## src/rtl/pdm_defines.svh

```systemverilog
// timing and encoding constants for the pulse dimming mode control block
`ifndef PDM_DEFINES_SVH
`define PDM_DEFINES_SVH

`define PDM_CLK_MHZ 200
// times in their own units
`define PDM_SHUTDOWN_LOW_TIME_US 1500
`define PDM_PROGRAM_LOW_TIME_MIN_NS 200
`define PDM_STEP_UP_DELAY_US 400
`define PDM_SETTLE_TIME_US 40
// derived cycle counts (least times round up)
`define PDM_SHUTDOWN_CYCLES (`PDM_SHUTDOWN_LOW_TIME_US * `PDM_CLK_MHZ)
`define PDM_FILTER_CYCLES ((`PDM_PROGRAM_LOW_TIME_MIN_NS * `PDM_CLK_MHZ + 999) / 1000)
`define PDM_STEP_UP_CYCLES (`PDM_STEP_UP_DELAY_US * `PDM_CLK_MHZ)
`define PDM_SETTLE_CYCLES (`PDM_SETTLE_TIME_US * `PDM_CLK_MHZ)
// gain index range
`define PDM_GAIN_LEVELS 6
// gain codes in eighths: 132 x 8 = 1056
`define PDM_GAIN_FULL 11'h420
// wishbone register offsets
`define PDM_ADDR_CTRL 4'h0
`define PDM_ADDR_STATUS 4'h4
// control fields
`define PDM_CTRL_SW_ENABLE 0
`define PDM_CTRL_RESET_VAL 32'h0000_0001

`endif

```

## src/rtl/pdm_pkg.sv

```systemverilog
// types for the pulse dimming mode control block
package pdm_pkg;
    typedef enum logic [1:0] {
        PDM_RATIO_1X = 2'b00,
        PDM_RATIO_1P33X = 2'b01,
        PDM_RATIO_1P5X = 2'b10,
        PDM_RATIO_2X = 2'b11
    } pdm_ratio_t;
endpackage

```

## src/rtl/pdm_timer_if.sv

```systemverilog
// interface between the main block and its delay timers
`timescale 1ns/100ps
`default_nettype none
interface pdm_timer_if;
    logic run;
    logic done;
    modport owner (output run, input done);
    modport timer (input run, output done);
endinterface
`default_nettype wire

```

## src/rtl/pdm_ctrl.sv

```systemverilog
// pulse dimming decoder, pump ratio selector and protection control
//
// The Wishbone register port and the register offsets were left to the implementer.
`timescale 1ns/100ps
`default_nettype none
`include "pdm_defines.svh"
module pdm_ctrl #(
    parameter int unsigned SHUTDOWN_CYCLES = `PDM_SHUTDOWN_CYCLES,
    parameter int unsigned STEP_UP_CYCLES = `PDM_STEP_UP_CYCLES,
    parameter int unsigned SETTLE_CYCLES = `PDM_SETTLE_CYCLES
) (
    // clock and reset
    input wire logic clk_i,
    input wire logic rst_i,
    // classic wishbone slave
    input wire logic wb_cyc_i,
    input wire logic wb_stb_i,
    input wire logic wb_we_i,
    input wire logic [3:0] wb_adr_i,
    input wire logic [3:0] wb_sel_i,
    input wire logic [31:0] wb_dat_i,
    output logic [31:0] wb_dat_o,
    output logic wb_ack_o,
    // pins and analog indications
    input wire logic enable_dimming_input_i,
    input wire logic undervoltage_lockout_i,
    input wire logic pump_overvoltage_i,
    input wire logic over_temp_i,
    input wire logic thermal_cool_i,
    input wire logic [2:0] channel_open_i,
    input wire logic [2:0] channel_low_i,
    input wire logic unity_ratio_ok_i,
    // outputs to the analog core
    output logic [2:0] sink_enable_n_o,
    output logic current_set_enable_n_o,
    output logic [10:0] gain_code_o,
    output logic [2:0] gain_index_o,
    output pdm_pkg::pdm_ratio_t ratio_o,
    output logic active_o,
    output logic settling_o
);
    localparam int unsigned FILT = `PDM_FILTER_CYCLES;

    // ----------------------------------------
    // pin synchronisers
    // ----------------------------------------
    logic [11:0] pin_s1_reg, pin_s2_reg;

    // two flops on every asynchronous input, only the second is read
    always_ff @(posedge clk_i) begin
        if (rst_i) begin
            pin_s1_reg <= 12'h0;
            pin_s2_reg <= 12'h0;
        end else begin
            pin_s1_reg <= {enable_dimming_input_i, undervoltage_lockout_i, pump_overvoltage_i,
                over_temp_i, thermal_cool_i, channel_open_i, channel_low_i, unity_ratio_ok_i};
            pin_s2_reg <= pin_s1_reg;
        end
    end

    logic pin_s, undervoltage_lockout, ovp, hot, cool, uok_s;
    logic [2:0] open_s, low_s;
    assign {pin_s, undervoltage_lockout, ovp, hot, cool, open_s, low_s, uok_s} = pin_s2_reg;

    // ----------------------------------------
    // deglitch filter on the synchronised pin
    // ----------------------------------------
    logic pin_filt_reg;
    logic [7:0] filt_cnt_reg;

    // a new level must persist for the minimum program time
    always_ff @(posedge clk_i) begin
        if (rst_i) begin
            pin_filt_reg <= 1'b0;
            filt_cnt_reg <= 8'h0;
        end else if (pin_s == pin_filt_reg) begin
            filt_cnt_reg <= 8'h0;
        end else if (filt_cnt_reg >= 8'(FILT - 1)) begin
            pin_filt_reg <= pin_s;
            filt_cnt_reg <= 8'h0;
        end else begin
            filt_cnt_reg <= filt_cnt_reg + 8'h1;
        end
    end

    logic pin_prev_reg;
    logic rise;
    always_ff @(posedge clk_i) begin
        if (rst_i) begin
            pin_prev_reg <= 1'b0;
        end else begin
            pin_prev_reg <= pin_filt_reg;
        end
    end
    assign rise = pin_filt_reg && !pin_prev_reg;

    // ----------------------------------------
    // timers
    // ----------------------------------------
    pdm_timer_if low_t ();
    pdm_timer_if step_t ();
    pdm_timer_if settle_t ();

    pdm_timer #(.COUNT(SHUTDOWN_CYCLES)) u_low_tmr (
        .clk_i(clk_i), .rst_i(rst_i), .tmr(low_t.timer));
    pdm_timer #(.COUNT(STEP_UP_CYCLES)) u_step_tmr (
        .clk_i(clk_i), .rst_i(rst_i), .tmr(step_t.timer));
    pdm_timer #(.COUNT(SETTLE_CYCLES)) u_settle_tmr (
        .clk_i(clk_i), .rst_i(rst_i), .tmr(settle_t.timer));

    // ----------------------------------------
    // enable, thermal and software control
    // ----------------------------------------
    logic enabled_reg, thermal_reg, sw_en_reg;
    logic run;
    assign low_t.run = enabled_reg && !pin_filt_reg;

    // enable state follows the pin and the shutdown low time
    always_ff @(posedge clk_i) begin
        if (rst_i || undervoltage_lockout) begin
            enabled_reg <= 1'b0;
        end else if (low_t.done) begin
            enabled_reg <= 1'b0;
        end else if (rise) begin
            enabled_reg <= 1'b1;
        end
    end

    // thermal shutdown with hysteresis
    always_ff @(posedge clk_i) begin
        if (rst_i) begin
            thermal_reg <= 1'b0;
        end else if (hot) begin
            thermal_reg <= 1'b1;
        end else if (cool) begin
            thermal_reg <= 1'b0;
        end
    end

    assign run = enabled_reg && !thermal_reg && sw_en_reg;

    // ----------------------------------------
    // gain index, modulo six
    // ----------------------------------------
    logic [2:0] gain_idx_reg;
    always_ff @(posedge clk_i) begin
        if (rst_i || !enabled_reg) begin
            gain_idx_reg <= 3'h0;
        end else if (rise) begin
            gain_idx_reg <= (gain_idx_reg == 3'(`PDM_GAIN_LEVELS - 1)) ? 3'h0
                : gain_idx_reg + 3'h1;
        end
    end

    // gain code in eighths, each step halves
    always_ff @(posedge clk_i) begin
        if (rst_i) begin
            gain_code_o <= 11'h0;
        end else begin
            gain_code_o <= enabled_reg ? (`PDM_GAIN_FULL >> gain_idx_reg) : 11'h0;
        end
    end

    // settling window after each gain index step, not after the enabling rise
    logic settle_reg;
    assign settle_t.run = settle_reg;
    always_ff @(posedge clk_i) begin
        if (rst_i || !enabled_reg) begin
            settle_reg <= 1'b0;
        end else if (rise) begin
            settle_reg <= 1'b1;
        end else if (settle_t.done) begin
            settle_reg <= 1'b0;
        end
    end

    // ----------------------------------------
    // pump ratio state machine
    // ----------------------------------------
    pdm_pkg::pdm_ratio_t ratio_reg, ratio_next;
    logic [2:0] live;
    logic need_up;
    assign live = ~open_s;
    assign need_up = |(low_s & live);
    assign step_t.run = run && need_up && (ratio_reg != pdm_pkg::PDM_RATIO_2X);

    always_comb begin
        ratio_next = ratio_reg;
        case (ratio_reg)
            pdm_pkg::PDM_RATIO_1X: begin
                if (step_t.done) ratio_next = pdm_pkg::PDM_RATIO_1P33X;
            end
            pdm_pkg::PDM_RATIO_1P33X: begin
                if (step_t.done) ratio_next = pdm_pkg::PDM_RATIO_1P5X;
            end
            pdm_pkg::PDM_RATIO_1P5X: begin
                if (step_t.done) ratio_next = pdm_pkg::PDM_RATIO_2X;
            end
            pdm_pkg::PDM_RATIO_2X: begin
                ratio_next = pdm_pkg::PDM_RATIO_2X;
            end
            default: ratio_next = pdm_pkg::PDM_RATIO_1X;
        endcase
        if (ratio_reg != pdm_pkg::PDM_RATIO_1X && uok_s) begin
            ratio_next = pdm_pkg::PDM_RATIO_1X;
        end
        if (live == 3'h0) begin
            ratio_next = pdm_pkg::PDM_RATIO_1X;
        end
    end

    always_ff @(posedge clk_i) begin
        if (rst_i || !run || ovp) begin
            ratio_reg <= pdm_pkg::PDM_RATIO_1X;
        end else begin
            ratio_reg <= ratio_next;
        end
    end

    // ----------------------------------------
    // output enables to the analog core
    // ----------------------------------------
    always_ff @(posedge clk_i) begin
        if (rst_i) begin
            sink_enable_n_o <= 3'h7;
            current_set_enable_n_o <= 1'b1;
        end else begin
            sink_enable_n_o <= ~({3{run}} & live);
            current_set_enable_n_o <= ~run;
        end
    end

    assign gain_index_o = gain_idx_reg;
    assign ratio_o = ratio_reg;
    assign active_o = run;
    assign settling_o = settle_reg;

    // ----------------------------------------
    // wishbone slave: control and status
    // ----------------------------------------
    logic req;
    assign req = wb_cyc_i && wb_stb_i && !wb_ack_o;

    // software enable gates run: sink and current-set enables, active_o and the pump ratio
    always_ff @(posedge clk_i) begin
        if (rst_i) begin
            sw_en_reg <= 1'(`PDM_CTRL_RESET_VAL);
        end else if (req && wb_we_i && wb_sel_i[0] && wb_adr_i == `PDM_ADDR_CTRL) begin
            sw_en_reg <= wb_dat_i[`PDM_CTRL_SW_ENABLE];
        end
    end

    // one-wait-state answer, unmapped reads zero
    always_ff @(posedge clk_i) begin
        if (rst_i) begin
            wb_ack_o <= 1'b0;
            wb_dat_o <= 32'h0;
        end else begin
            wb_ack_o <= req;
            wb_dat_o <= 32'h0;
            if (req && !wb_we_i) begin
                case (wb_adr_i)
                    `PDM_ADDR_CTRL: wb_dat_o <= {31'h0, sw_en_reg};
                    `PDM_ADDR_STATUS: wb_dat_o <= {13'h0, gain_code_o, ratio_reg,
                        gain_idx_reg, settle_reg, thermal_reg, enabled_reg};
                    default: wb_dat_o <= 32'h0;
                endcase
            end
        end
    end
endmodule
`default_nettype wire

```

## src/rtl/pdm_timer.sv

```systemverilog
// qualified-condition timer: counts while run is high, restarts when it drops
`timescale 1ns/100ps
`default_nettype none
module pdm_timer #(
    parameter int unsigned COUNT = 200
) (
    // clock and reset
    input wire logic clk_i,
    input wire logic rst_i,
    // control
    pdm_timer_if.timer tmr
);
    localparam int W = $clog2(COUNT + 1);
    localparam logic [W-1:0] LAST = W'(COUNT - 1);
    logic [W-1:0] cnt_reg;

    // count while qualified, clear when the condition ends or a period is done
    // so a run held high gives one done pulse per full period
    always_ff @(posedge clk_i) begin
        if (rst_i || !tmr.run || tmr.done) begin
            cnt_reg <= '0;
        end else if (cnt_reg != W'(COUNT)) begin
            cnt_reg <= cnt_reg + W'(1);
        end
    end

    assign tmr.done = tmr.run && (cnt_reg >= LAST);
endmodule
`default_nettype wire

```

## config.mk

```make
export PLATFORM = sky130hd
export DESIGN_NAME = pdm_ctrl
export DESIGN_NICKNAME = d
export VERILOG_FILES = /design/src/rtl/pdm_pkg.sv /design/src/rtl/pdm_timer_if.sv /design/src/rtl/pdm_ctrl.sv /design/src/rtl/pdm_timer.sv
export VERILOG_INCLUDE_DIRS = /design/src /design/src/rtl
export SDC_FILE = /design/constraint.sdc
export NUM_CORES = 1
export LEC_CHECK = 0
export BUFFER_PORTS_ARGS = -buffer_cell sky130_fd_sc_hd__buf_2
export CAP_MARGIN = 10
export CORE_ASPECT_RATIO = 0.5
export CORE_MARGIN = 10
export CORE_UTILIZATION = 35
export CTS_CLUSTER_DIAMETER = 60
export DETAILED_ROUTE_END_ITERATION = 8
export GPL_ROUTABILITY_DRIVEN = 0
export GPL_TIMING_DRIVEN = 0
export PLACE_DENSITY_LB_ADDON = 0.05
export SYNTH_ARGS = -nofsm -noshare
export SYNTH_HDL_FRONTEND = slang
export SYNTH_HIERARCHICAL = 1
export SYNTH_SLANG_ARGS = --single-unit
export TNS_END_PERCENT = 30
```

## constraint.sdc

```tcl
create_clock -name clk_i -period 3.7 [get_ports clk_i]
set_input_delay 0.185 -clock clk_i [delete_from_list [all_inputs] [get_ports clk_i]]
set_output_delay 0.185 -clock clk_i [all_outputs]
set_load 0.02 [all_outputs]
```

==> flow_summary.json <==
{
  "critical_path.cell_chain": "ha_1 -> and3_1 -> nand4_1 -> nand3_2 -> o21a_1 -> nor2b_1 -> o21a_1 -> nor3_1",
  "max-clock-path-buffers": 2,
  "initial_utilization_pct": 35.55,
  "avgRoutedWirePerCell_um": 13.12,
  "synth.yosys.warnings": 6,
  "holdCritPathClass": "input port to flip-flop",
  "design.portCount": 112,
  "cts.root.buffer_cell": "sky130_fd_sc_hd__clkbuf_16",
  "ys_seq_area_share_pct": 48.13,
  "synth_enable_flop_cells": 0,
  "seq_cells_post_synth": 123,
  "critical_path_buf_inv_count": 0,
  "grtUsageTotal_pct": 11.40,
  "startpoint": "u_step_tmr/cnt_reg[0]",
  "worst_path_dominant_cell_family": "simple AND/OR/NAND/NOR gates",
  "setup_viol": 0,
  "critical_path_arrival_ns": 2.40,
  "area_growth_pct": 25.78,
  "cts_post_setup_buffers_inserted": 0,
  "tritoncts": "done",
  "antenna_found_initial": 0,
  "setup_tns_ns": 0,
  "clock_latency_ns": 0.40,
  "cp-start-kind": "flip-flop",
  "grt_start_max_net_pins": 17,
  "synthesis.area_per_instance_um2": 9.858,
  "worst-endpoint-required_ns": 4.02,
  "post_synth_instance_area_um2": 5116,
  "crit_path_top_delay_cell": "sky130_fd_sc_hd__dfxtp_1",
  "intPower_uw": 2422,
  "worstPathMaxFanout": 9,
  "number_of_core_rows": 31,
  "htree_num_levels": 4,
  "post_cts_hold_buffer_count": 10,
  "cts_resizes": 0,
  "power_per_cell_area_nw_per_um2": 475.2,
  "worst_path_largest_cell_delay_ns": 0.36,
  "power_switching_uw": 635.8,
  "post-route-min-period_ns": 2.080,
  "floorplan.die.width_um": 191.0,
  "static_leak_uw": 0.002577,
  "final-max-slew-violation-count": 0,
  "power_frac_comb_pct": 2.8,
  "finalHoldViolations": 0,
  "worstMarginPinSlew_ns": 0.7276,
  "vias": 3702,
  "outcome": "finished, final reports clean",
  "detail-route-antenna-nets": 0,
  "core-area_um2": 14390,
  "final_nets": 691,
  "grt_pass1_vias": 3528,
  "initialDrtViolationCount": 171,
  "congestion_overflow_gr": 0,
  "number_of_diodes": 0,
  "power.share.clock_pct": 53.1,
  "setup_repair_after_global_routing_missed_its_margin": "false",
  "num_cts_buffers": 17,
  "power.ir.vdd_worst_uv": 316.9,
  "max_cap_viol_count": 0,
  "dominantRegCellSynth": "sky130_fd_sc_hd__dfxtp_1",
  "worst_clock_skew_ns": 0.007530,
  "power_frac_seq_pct": 44.1,
  "cpMostUsedCell": "sky130_fd_sc_hd__o21a_1",
  "die_area_um2": 20150,
  "critical_path.endpoint_type": "flip-flop",
  "synthArstFlopShare_pct": 0,
  "crit-reg2reg-launch": "u_step_tmr/cnt_reg[0]",
  "finalCoreUtilization_pct": 44.72,
  "cts.reportedPaths.clkPinSlew_ns": 0.06,
  "synth.distinct_cells": 67,
  "hp-start": "pump_overvoltage_i",
  "portBuffers": 64,
  "p_sw_share_pct": 20.79,
  "largest_register_ff_count": 19,
  "die_h_um": 105.5,
  "cts_sinks": 123,
  "timing.fmax_mhz": 480.7,
  "path_class": "flip-flop to flip-flop",
  "remaining_drc_errors": 0,
  "post-route-period-util_pct": 56.23,
  "totalWireLength_mm": 11.00,
  "global_route_wire_length_before_repair_mm": 18.37,
  "timing.max_slew.rel_slack_pct": 51.12,
  "via_per_inst": 4.418,
  "fraction_of_layout_instances_using_a_drive_strength_above_1_pct": 25.78,
  "netlist_instances": 519,
  "first_pass_detailed_route_iteration_total": 4,
  "dpl.hpwl_mm": 7.893
}
[stage by stage]
step / worst slack [ns] / power [µW] / cell area [µm²] / hold WS, ns / instances
2_1_floorplan: 1.915 / 1428 / 5169 / 0.2659 / 533
3_3_place_gp: 1.632 / 1453 / 5737 / 0.3980 / 795
3_5_place_dp: 1.637 / 1453 / 5737 / 0.4036 / 795
4_1_cts: 1.600 / 3102 / 6425 / 0.007559 / 837
5_1_grt: 1.456 / 3186 / 6435 / 0.02233 / 838
6_report: 1.620 / 3058 / 6435 / 0.02912 / 838
[metal layers]
layer / share of wire, % / up-vias / global-route usage, %
li1: - / 1950 / -
met1: 47 / 1703 / 13.82
met2: 49 / 47 / 18.50
met3: 3.5 / 2 / 4.276
met4: 0.46 / 0 / 3.352
met5: 0 / - / 0
[synthesized netlist by cell type, drive strengths merged, types with 4 or more instances]
cell type,number,area (µm²)
nand4,21,158.9
nand2,24,90.09
a211oi,4,47.54
o21a,4,30.03
xor2,30,262.8
nor2,57,216.5
nor3,27,200.2
inv,21,78.83
nor2b,30,187.7
and4,6,55.05
mux2i,5,50.05
nand3b,4,42.54
nand3,23,130.1
a21oi,8,43.79
xnor2,17,148.9
ha,7,87.58
and2,19,120.1
and3,5,32.53
o21ai,8,55.05
buf,30,239.0
dfxtp,123,2462
nor4,11,96.34
[power groups by stage]
stage | sequential (µW) | combinational (µW) | clock, µW
after detailed placement | 1380 | 75.8 | 0
after CTS | 1350 | 84.0 | 1670
final | 1350 | 84.5 | 1620
after global routing | 1350 | 95.2 | 1740
after global placement | 1380 | 75.6 | 0
after floorplan | 1380 | 50.9 | 0
[cells in the final DEF (no fill, tap or decap), types with 3 or more instances in the layout]
cell,count
sky130_fd_sc_hd__nand4_1,18
sky130_fd_sc_hd__dfxtp_1,123
sky130_fd_sc_hd__nor4_1,8
sky130_fd_sc_hd__dlygate4sd3_1,11
sky130_fd_sc_hd__xor2_1,30
sky130_fd_sc_hd__nor3_1,14
sky130_fd_sc_hd__clkbuf_8,3
sky130_fd_sc_hd__nor3_2,13
sky130_fd_sc_hd__xnor2_1,17
sky130_fd_sc_hd__nor4bb_1,3
sky130_fd_sc_hd__nand3_1,20
sky130_fd_sc_hd__clkbuf_16,17
sky130_fd_sc_hd__or3_1,3
sky130_fd_sc_hd__conb_1,15
sky130_fd_sc_hd__ha_1,7
sky130_fd_sc_hd__and3_1,4
sky130_fd_sc_hd__nor2b_1,30
sky130_fd_sc_hd__clkinv_2,6
sky130_fd_sc_hd__buf_2,69
sky130_fd_sc_hd__nand3_2,3
sky130_fd_sc_hd__nand3b_1,3
sky130_fd_sc_hd__nand2_1,24
sky130_fd_sc_hd__buf_4,19
sky130_fd_sc_hd__and2_1,18
sky130_fd_sc_hd__a21oi_1,7
sky130_fd_sc_hd__inv_1,21
sky130_fd_sc_hd__clkinvlp_4,3
sky130_fd_sc_hd__a31oi_1,3
sky130_fd_sc_hd__o21ai_0,5
sky130_fd_sc_hd__buf_6,5
sky130_fd_sc_hd__nor2_1,56
sky130_fd_sc_hd__and4_1,5
sky130_fd_sc_hd__o21a_1,4
sky130_fd_sc_hd__mux2i_1,5
[final timing paths]
kind / endpoint / slack, ns / depth (start not counted)
setup / recovery: ratio_o[0] / 1.62 / 8
hold / removal: pin_s1_reg[9] / 0.03 / 2
setup reg to reg: ratio_o[0] / 1.62 / 8
hold reg to reg: enabled_reg / 0.41 / 1
[final cells by class]
class	instances	area [µm²]
Buffer	32	247.7
Clock buffer	20	466.7
Clock inverter	12	121.4
Fill cell	1417	7955
Inverter	21	78.83
Multi-Input combinational cell	357	2380
Sequential cell	123	2462
Tap cell	198	247.7
Timing Repair Buffer	75	430.4
[kinds of logic (layout without fill, tap and decap cells)]
group	after synthesis	count (layout)	share of synthesized area, %
compound gates	33	33	4.989
xor+xnor	47	47	8.046
fa+ha+maj	7	7	1.712
buf+inv	53	160	6.383
flops	123	123	48.13
mux	6	6	1.198
other cells	1	15	0.07330
simple gates	249	249	29.47
No activity file was read; power rests on OpenSTA's default activity.
